### src/hdl/osc_ctrl_pkg.sv
// package for the internal oscillator control block: offsets, fields, resets, types
// assumes an 8-bit special-function register port on the system clock
package osc_ctrl_pkg;
  localparam logic [7:0] ADDR_CONTROL     = 8'hb2;
  localparam logic [7:0] ADDR_CALIBRATION = 8'hb3;
  localparam logic [7:0] ADDR_LOW_FREQ    = 8'hb4;
  localparam int         BIT_ENABLE       = 7;
  localparam int         BIT_READY        = 6;
  localparam int         BIT_STOP         = 5;
  localparam int         BIT_LF_ENABLE    = 7;
  localparam int         TRIM_W           = 5;
  localparam logic [7:0] CONTROL_RESET    = 8'hc0;
  localparam logic [7:0] LOW_FREQ_RESET   = 8'h00;
  localparam logic [1:0] DIV_BY_8         = 2'h0;
  localparam logic [1:0] DIV_BY_4         = 2'h1;
  localparam logic [1:0] DIV_BY_2         = 2'h2;
  localparam logic [1:0] DIV_BY_1         = 2'h3;
  localparam logic [2:0] DIV_MAX          = 3'h7;
  localparam logic [7:0] ZERO8            = 8'h00;
  // time in ns the oscillator takes to settle after a start or a trim change
  localparam int         SETTLE_NS        = 100;
  localparam int         CLK_NS           = 20;
  localparam logic [3:0] SETTLE_CYC       = 4'((SETTLE_NS + CLK_NS - 1) / CLK_NS);

  typedef enum logic [2:0] {
    OSC_OFF     = 3'b001,
    OSC_SETTLE  = 3'b010,
    OSC_RUNNING = 3'b100
  } osc_state_type;

  typedef struct packed {
    logic        wr;
    logic        rd;
    logic [7:0]  addr;
    logic [7:0]  wdata;
  } sfr_req_type;

  typedef struct packed {
    logic [2:0]  cnt_r;
    logic        tick_r;
  } divider_state_type;
endpackage

### src/hdl/system_clock_divider.sv
// divides the oscillator-rate tick stream down to the system clock enable
// assumes osc_tick_i pulses once per oscillator period on the same clock
module system_clock_divider
  import osc_ctrl_pkg::*;
(
  // clock and reset
  input  wire logic       clk_i,
  input  wire logic       resetn_i,
  // control
  input  wire logic       osc_tick_i,
  input  wire logic [1:0] system_clock_divider_field_i,
  // output
  output logic            system_clock_o
);
  divider_state_type s_r;
  divider_state_type s_nxt;

  function automatic logic [2:0] div_limit(input logic [1:0] code);
    unique case (code)
      DIV_BY_8: div_limit = DIV_MAX;
      DIV_BY_4: div_limit = 3'h3;
      DIV_BY_2: div_limit = 3'h1;
      DIV_BY_1: div_limit = 3'h0;
    endcase
  endfunction

  always_comb begin
    s_nxt        = s_r;
    s_nxt.tick_r = 1'b0;
    if (osc_tick_i) begin
      if (s_r.cnt_r >= div_limit(system_clock_divider_field_i)) begin
        s_nxt.cnt_r  = 3'h0;
        s_nxt.tick_r = 1'b1;
      end else begin
        s_nxt.cnt_r = s_r.cnt_r + 3'h1;
      end
    end
  end

  always_ff @(posedge clk_i or negedge resetn_i) begin
    if (!resetn_i) begin
      s_r <= '0;
    end else begin
      s_r <= s_nxt;
    end
  end

  assign system_clock_o = s_r.tick_r;
endmodule

### src/hdl/internal_osc_control.sv
// internal oscillator control: control, calibration and low-frequency registers,
// oscillator run state, forced stop with wake, and system clock divider
// assumes an 8-bit register port on the system clock and wake pins from outside
//
// Notes on behaviour
// - oscillator runs while enable bit is set
// - ready flag shows oscillator at programmed frequency
// - writing one to stop bit halts oscillator
// - usb activity or vbus event restarts oscillator
// - divider codes 01,10,11 divide four, two, one
// - code 00 divides eight, reset value
// - five-bit trim field sets oscillator period
// - trim reads undefined during clock recovery
// - reset reloads factory trim value
// - usb wake only with transceiver on/suspended
// - low-frequency oscillator follows its own enable bit
module internal_osc_control
  import osc_ctrl_pkg::*;
#(
  // factory trim loaded at every reset; value here is arbitrary
  parameter logic [TRIM_W-1:0] FACTORY_TRIM = 5'h10
) (
  // clock and reset
  input  wire logic              clk_i,
  input  wire logic              resetn_i,
  // register port
  input  wire sfr_req_type       sfr_req_i,
  output logic [7:0]             sfr_rdata_o,
  // wake sources and clock recovery status
  input  wire logic              usb_resume_i,
  input  wire logic              usb_xcvr_active_i,
  input  wire logic              vbus_event_i,
  input  wire logic              clock_recovery_i,
  // oscillator side
  input  wire logic              osc_tick_i,
  output logic                   osc_run_o,
  output logic [TRIM_W-1:0]      period_trim_field_o,
  output logic                   low_freq_osc_run_o,
  output logic                   system_clock_o
);
  typedef struct packed {
    osc_state_type       state_r;
    logic [3:0]          settle_r;
    logic                osc_enable_bit_r;
    logic                stopped_r;
    logic [1:0]          system_clock_divider_field_r;
    logic [TRIM_W-1:0]   period_trim_field_r;
    logic                lf_enable_r;
    logic [7:0]          rdata_r;
    logic [2:0]          usb_sync_r;
    logic [2:0]          xcvr_sync_r;
    logic [2:0]          vbus_sync_r;
    logic [2:0]          rec_sync_r;
  } ctrl_state_type;

  ctrl_state_type s_r;
  ctrl_state_type s_nxt;

  logic usb_wake;
  logic vbus_wake;
  logic osc_wanted;
  logic freq_ready_flag;

  function automatic logic sync_high(input logic [2:0] sync);
    sync_high = sync[2] & sync[1];
  endfunction

  function automatic logic is_write(input sfr_req_type req, input logic [7:0] addr);
    is_write = req.wr && (req.addr == addr);
  endfunction

  // only the second and third stages are looked at; the first is metastability fodder
  assign usb_wake        = sync_high(s_r.usb_sync_r) && sync_high(s_r.xcvr_sync_r);
  assign vbus_wake       = sync_high(s_r.vbus_sync_r);
  assign osc_wanted      = s_r.osc_enable_bit_r && !s_r.stopped_r;
  assign freq_ready_flag = (s_r.state_r == OSC_RUNNING);

  always_comb begin
    s_nxt             = s_r;
    s_nxt.usb_sync_r  = {s_r.usb_sync_r[1:0], usb_resume_i};
    s_nxt.xcvr_sync_r = {s_r.xcvr_sync_r[1:0], usb_xcvr_active_i};
    s_nxt.vbus_sync_r = {s_r.vbus_sync_r[1:0], vbus_event_i};
    s_nxt.rec_sync_r  = {s_r.rec_sync_r[1:0], clock_recovery_i};

    if (is_write(sfr_req_i, ADDR_CONTROL)) begin
      s_nxt.osc_enable_bit_r       = sfr_req_i.wdata[BIT_ENABLE];
      s_nxt.system_clock_divider_field_r = sfr_req_i.wdata[1:0];
      if (sfr_req_i.wdata[BIT_STOP]) begin
        s_nxt.stopped_r = 1'b1;
      end
    end
    // a wake in the same cycle as the stop write wins, so no event is lost
    if (s_r.stopped_r || is_write(sfr_req_i, ADDR_CONTROL)) begin
      if (usb_wake || vbus_wake) begin
        s_nxt.stopped_r = 1'b0;
      end
    end
    if (is_write(sfr_req_i, ADDR_CALIBRATION)) begin
      s_nxt.period_trim_field_r = sfr_req_i.wdata[TRIM_W-1:0];
    end
    if (is_write(sfr_req_i, ADDR_LOW_FREQ)) begin
      s_nxt.lf_enable_r = sfr_req_i.wdata[BIT_LF_ENABLE];
    end

    unique case (s_r.state_r)
      OSC_OFF: begin
        if (osc_wanted) begin
          s_nxt.state_r  = OSC_SETTLE;
          s_nxt.settle_r = SETTLE_CYC;
        end
      end
      OSC_SETTLE: begin
        if (!osc_wanted) begin
          s_nxt.state_r = OSC_OFF;
        end else if (s_r.settle_r <= 4'h1) begin
          s_nxt.state_r = OSC_RUNNING;
        end else begin
          s_nxt.settle_r = s_r.settle_r - 4'h1;
        end
      end
      OSC_RUNNING: begin
        if (!osc_wanted) begin
          s_nxt.state_r = OSC_OFF;
        end else if (is_write(sfr_req_i, ADDR_CALIBRATION)) begin
          // a new trim moves the frequency, so ready drops until it settles
          s_nxt.state_r  = OSC_SETTLE;
          s_nxt.settle_r = SETTLE_CYC;
        end
      end
      default: begin
        s_nxt.state_r = OSC_OFF;
      end
    endcase

    s_nxt.rdata_r = ZERO8;
    if (sfr_req_i.rd) begin
      unique case (sfr_req_i.addr)
        ADDR_CONTROL: begin
          s_nxt.rdata_r[BIT_ENABLE] = s_r.osc_enable_bit_r;
          s_nxt.rdata_r[BIT_READY]  = freq_ready_flag;
          s_nxt.rdata_r[1:0]        = s_r.system_clock_divider_field_r;
        end
        ADDR_CALIBRATION: begin
          // under clock recovery the trim is live-adjusted; value shown is not meaningful
          if (!sync_high(s_r.rec_sync_r)) begin
            s_nxt.rdata_r[TRIM_W-1:0] = s_r.period_trim_field_r;
          end
        end
        ADDR_LOW_FREQ: begin
          s_nxt.rdata_r[BIT_LF_ENABLE] = s_r.lf_enable_r;
        end
        default: begin
          s_nxt.rdata_r = ZERO8;
        end
      endcase
    end
  end

  always_ff @(posedge clk_i or negedge resetn_i) begin
    if (!resetn_i) begin
      s_r                        <= '0;
      s_r.state_r                <= OSC_SETTLE;
      s_r.settle_r               <= SETTLE_CYC;
      s_r.osc_enable_bit_r       <= CONTROL_RESET[BIT_ENABLE];
      s_r.system_clock_divider_field_r <= DIV_BY_8;
      s_r.period_trim_field_r    <= FACTORY_TRIM;
      s_r.lf_enable_r            <= LOW_FREQ_RESET[BIT_LF_ENABLE];
    end else begin
      s_r <= s_nxt;
    end
  end

  assign sfr_rdata_o         = s_r.rdata_r;
  assign osc_run_o           = (s_r.state_r != OSC_OFF);
  assign period_trim_field_o = s_r.period_trim_field_r;
  assign low_freq_osc_run_o  = s_r.lf_enable_r;

  system_clock_divider u_div (
    .clk_i                  (clk_i),
    .resetn_i               (resetn_i),
    .osc_tick_i             (osc_tick_i && osc_run_o),
    .system_clock_divider_field_i (s_r.system_clock_divider_field_r),
    .system_clock_o         (system_clock_o)
  );
endmodule

### config.mk
export PLATFORM = sky130hd
export DESIGN_NAME = internal_osc_control
export DESIGN_NICKNAME = d
export VERILOG_FILES = /design/src/hdl/osc_ctrl_pkg.sv /design/src/hdl/system_clock_divider.sv /design/src/hdl/internal_osc_control.sv
export SDC_FILE = /design/constraint.sdc
export NUM_CORES = 1
export LEC_CHECK = 0
export ABC_AREA = 1
export BUFFER_PORTS_ARGS = -buffer_cell sky130_fd_sc_hd__buf_2
export CAP_MARGIN = 25
export CORE_UTILIZATION = 54
export CTS_CLUSTER_DIAMETER = 100
export CTS_CLUSTER_SIZE = 40
export DETAILED_ROUTE_END_ITERATION = 7
export PLACE_DENSITY = 0.79
export SLEW_MARGIN = 20
export SYNTH_ARGS = -nofsm -noshare
export SYNTH_HDL_FRONTEND = slang
export SYNTH_SLANG_ARGS = --single-unit
### constraint.sdc
create_clock -name clk_i -period 1.7 [get_ports clk_i]
set_clock_uncertainty 0.05 [all_clocks]
set_input_delay 0.34 -clock clk_i [delete_from_list [all_inputs] [get_ports clk_i]]
set_output_delay 0.34 -clock clk_i [all_outputs]
set_load 0.05 [all_outputs]
# Yosys cells after proc, flatten, opt, wreduce, memory -nomap -nowiden
# Index checks and enable logic that the tools add are counted.
# op_classes
n_mul	0
n_div	0
eq_ne	17
add_sub_neg	2
order_cmp	2
n_mux	25
reduce_logical	13
n_shift	0
bitwise_logic	4
# ops
op	n
$eq 8x8->1 const B	3
$mux 3	7
$mux 7	2
$mux 4	3
$pmux 3 s4	1
$pmux 4 s3	1
$pmux 3 s3	1
$mux 8	1
$ne 2x2->1 const B	4
$logic_and 1x1->1	6
$mux 1	6
$reduce_and 6->1	1
$mux 5	1
$and 1x1->1	4
$eq 2x2->1 const B	2
$le 4x1->1 const B	1
$pmux 2 s2	1
$sub 4x1->4 const B	1
$add 3x1->3 const B	1
$eq 3x1->1 const B	1
$eq 3x2->1 const B	1
$eq 3x3->1 const B	1
$ge 3x3->1	1
$ne 3x1->1 const B	1
10 further kinds	11
# word_totals
latchBits	0
mem_bits_ro	0
mem_bits_rw	0
reg_bits	41
output_inout_bits	16
memories	0
elab_cells	77

# Logic depth before layout (Yosys ltp)
# logic_depth
word_depth	6
depth_mapped	10
ltp_nobuf	10

# Cells and area by module
# Synthesis repeated with hierarchy kept, for this count alone.
# unflattened
hier_cells	214
area_unflattened_um2	1908.1
# by_module_without_submodules
mod	instances	cells_per_inst	area_per_inst_um2	seq_area_each_um2
internal_osc_control	1	180	1646.6	907.1
system_clock_divider	1	34	261.5	100.1

# Worst setup path after synthesis
# Ideal clock, no wire load.
# synth_path
path_type	register to register
startpoint	reg s_r[30] in the netlist's numbering
endpoint	reg s_r[33] in the netlist's numbering
arrival_ns	1.330
synth_period_minus_slack_ns	1.497
path_buffers	0
required_ns	1.533
path_slack_ns	0.203
stages_incl_launch_ff	11
path_cell_list	dfstp_2 -> inv_1 -> ha_1 -> inv_1 -> nand2_1 -> nand2_1 -> nor2_4 -> nor2_8 -> nand3_4 -> nand2_1 -> nand2_1
# synth_via
elab_chain_cells	4
word_cells_on_any_way	7
cone_classes	1 x add/sub; 1 x order compare; 1 x eq/ne; 3 x mux; 1 x reduce/logical
# synth_lines
item	line_no	source
start, declared	internal_osc_control.sv:56	ctrl_state_type s_r;
start signal, assigned	internal_osc_control.sv:169	s_r <= s_nxt;
$sub 4x1->4	internal_osc_control.sv:118	s_nxt.settle_r = s_r.settle_r - 4'h1;
$mux 4	internal_osc_control.sv:115	end else if (s_r.settle_r <= 4'h1) begin
$mux 4	internal_osc_control.sv:113	if (!osc_wanted) begin
$pmux 4 s3	internal_osc_control.sv:105	unique case (s_r.state_r)
# Parallel ways exist; a longest one is shown, timed or not. The select of a mux whose other input is x is not followed.
# A chain may end at the register's enable or synchronous reset.

# Final worst setup path
# layout_path
startpoint	reg s_r[30] in the netlist's numbering
endpoint	reg s_r[31] in the netlist's numbering
# The elaborated chain is that of the path after synthesis.

==> results.json <==
{
  "endpoint_kind": "flop",
  "final.min_clock_period_ns": 1.62,
  "ys_ff_latch": 40,
  "htree_num_levels": 2,
  "grt-ovfl-total": 0,
  "cp_slowest_cell": "dfstp_2",
  "num-nets-final": 284,
  "arrival_ns": 1.82,
  "core-area_mm2": 0.00342,
  "critPathBufInv": 2,
  "viasPerCell": 4.90,
  "cts_tree": "built",
  "path_delay_family": "simple AND/OR/NAND/NOR gates",
  "synth_top_area_share_pct": 44.6,
  "postSynthAreaPerCell_um2": 9.05,
  "required_ns": 1.90,
  "crit_top_cell": "nand2_1",
  "drc": 0,
  "gp_congestion": 0.853,
  "cp_cell_sequence": "inv_1 > ha_1 > inv_1 > nand2_1 > nand2_2 > nor2_4 > nor2_8 > nand3_4 > nand2_1 > nand2_1",
  "synth_largest_area_cell": "dfrtp_1",
  "intPower_w": 0.00196,
  "drt_iter0_drc": 56,
  "min_path_type": "input port to flop",
  "power_density_mw_per_mm2": 1380,
  "critPathKind": "flop to flop",
  "rsz0062_at_grt": "no",
  "slowest_delay_ns": 0.55,
  "ys_warn_count": 0,
  "ios": 41,
  "num_rows": 21,
  "vias": 1470,
  "fillerInstances": 289,
  "p_switching_w": 0.00116,
  "synthCells": 217,
  "combPwrFrac_pct": 38.9,
  "hold_ws_ns": 0.0421,
  "final.setup.tns_ns": 0,
  "place_hpwl_um": 2450,
  "grt_pass1_vias": 1378,
  "slew_viol_final": 0,
  "outcome": "complete, no violations",
  "stdcell_count": 300,
  "clk_pin_slew_ns": 0.11,
  "synth_area_mm2": 0.00196,
  "p_seq_share_pct": 39.0,
  "cts-root-buf": "clkbuf_4",
  "clock-sinks": 40,
  "peakVddDrop_v": 0.000678,
  "finalSetupViolCount": 0,
  "die_w_um": 62.3,
  "drive_above_1_share_pct": 31.5,
  "cp_max_fo": 5,
  "place_inst": 288,
  "power.total_w": 0.00312,
  "clockBufferDepth": 2,
  "hold_viol_final": 0,
  "drtAntennaViolNets": 0,
  "grt_pass1_wl_um": 5790,
  "n_antenna_cell": 0,
  "layout_commonest_cell": "nand2_1",
  "grt_use_total_pct": 19.3,
  "synth_area_leaders": "dfrtp_1 45%, nand2_1 8.8%, dfstp_2 6.7%",
  "static-leakage-power_nw": 1.22,
  "cap_viol_max_count": 0,
  "final_cell_mix": "45 x nand2_1, 37 x buf_2, 34 x dfrtp_1",
  "cts_buffers": 5,
  "first_pass_iters": 6,
  "area_growth_pct": 15.0,
  "clock_latency_ns": 0.34,
  "portBuffers": 38,
  "die_h_um": 62.3,
  "antenna_found_initial": 0,
  "start_kind": "flop",
  "synth_cell_type_count": 27,
  "synth-seq-area-share_pct": 51.3,
  "grt_start_max_net_pins": 41,
  "die_area_mm2": 0.00388,
  "start_util_pct": 57.5,
  "syn_nets": 248,
  "wl_per_cell_um": 11.3,
  "fmax_mhz": 616,
  "period_share_pct": 95.5,
  "swShare_pct": 37.3,
  "clkPwrFrac_pct": 22.1,
  "drt-total-wl_um": 3400
}
## flip-flops by register name, indices dropped and copies added (netlist names)
name	count
low_freq_osc_run_o	1
period_trim_field_o	5
s_r	15
u_div.s_r	3
s_nxt	8
u_div.system_clock_o	1
sfr_rdata_o	7
## metal layers
metal  global-route usage [%]  up-vias  share of wire [%]
li1                         -      740                  -
met1                     24.9      668                 47
met2                     29.7       54                 45
met3                     5.51        8                6.0
met4                     10.2        0                2.1
met5                        0        -                  0
## path summary, 6_finish.rpt
kind	startpoint	to	slack [ns]	depth (start not counted)
min in group asynchronous	resetn_i	s_r[33]	0.51	3
setup / recovery	s_r[30]	s_r[31]	0.08	10
max in group asynchronous	resetn_i	s_r[29]	0.74	3
hold reg to reg	s_nxt[1]	s_nxt[2]	0.31	0
hold / removal	vbus_event_i	s_nxt[4]	0.04	1
setup reg to reg	s_r[30]	s_r[31]	0.08	10
## per-stage QoR
step / util [%] / instance area, um^2 / setup slack (ns)
final: 66.2 / 2260 / 0.0771
after global routing: 66.2 / 2260 / 0.0233
after CTS: 65.6 / 2240 / 0.0393
after detailed placement: 62.0 / 2120 / 0.107
after global placement: 62.0 / 2120 / 0.145
after floorplan: - / 1960 / 0.203
## cells in the mapped netlist
cell type / count
nor2_2: 1
nor2_8: 1
buf_4: 13
nor3_1: 3
nand3_4: 3
nor2_4: 4
nand2_4: 1
nand3_1: 11
conb_1: 1
nand2_2: 3
o21ai_1: 11
inv_2: 8
nor2_1: 20
a21boi_0: 1
nand2_1: 46
a21oi_1: 3
ha_1: 6
inv_1: 26
dfrtp_1: 35
clkbuf_1: 1
xor2_1: 1
o21bai_1: 1
a21o_1: 1
nand4_1: 6
o22ai_1: 3
dfstp_2: 5
nand3_2: 2
## power groups by stage
| stage | clock network, W | registers [W] | logic [W] |
|---|---|---|---|
| CTS | 0.000701 | 0.00122 | 0.00116 |
| detailed placement | 0 | 0.00125 | 0.00108 |
| finish | 0.000689 | 0.00122 | 0.00122 |
| floorplan | 0 | 0.00126 | 0.000852 |
| global route | 0.000752 | 0.00124 | 0.00135 |
| global placement | 0 | 0.00125 | 0.00106 |
## cells by family (layout without fill, tap and decap cells)
family          after synthesis  in the layout  synth area share (%)
simple gates                101            101                  26.9
buf+inv                      48             85                  11.7
flops                        40             40                  51.3
compound gates               20             20                  5.67
fa+ha+maj                     6              6                  3.82
other cells                   1              1                 0.191
xor+xnor                      1              1                 0.446
## what timing repair did
action,in CTS,in global routing
hold buffers,1,0
resized for setup,3,2
endpoints found under the setup margin,1,4
pin swaps,0,1
buffers inserted,1,2
endpoints found under the hold margin,35,0
## layout make-up
cell class / count / area, um^2 / share of cell area [%]
clock buffers: 7 / 65.1 / 2.88
clock inverters: 1 / 30.0 / 1.33
inverters: 34 / 128 / 5.65
multi-input cells: 129 / 731 / 32.3
flip-flops and latches: 40 / 1010 / 44.6
well taps: 46 / 57.6 / 2.55
repair buffers: 43 / 240 / 10.6
(Power assumes the default switching activity.)
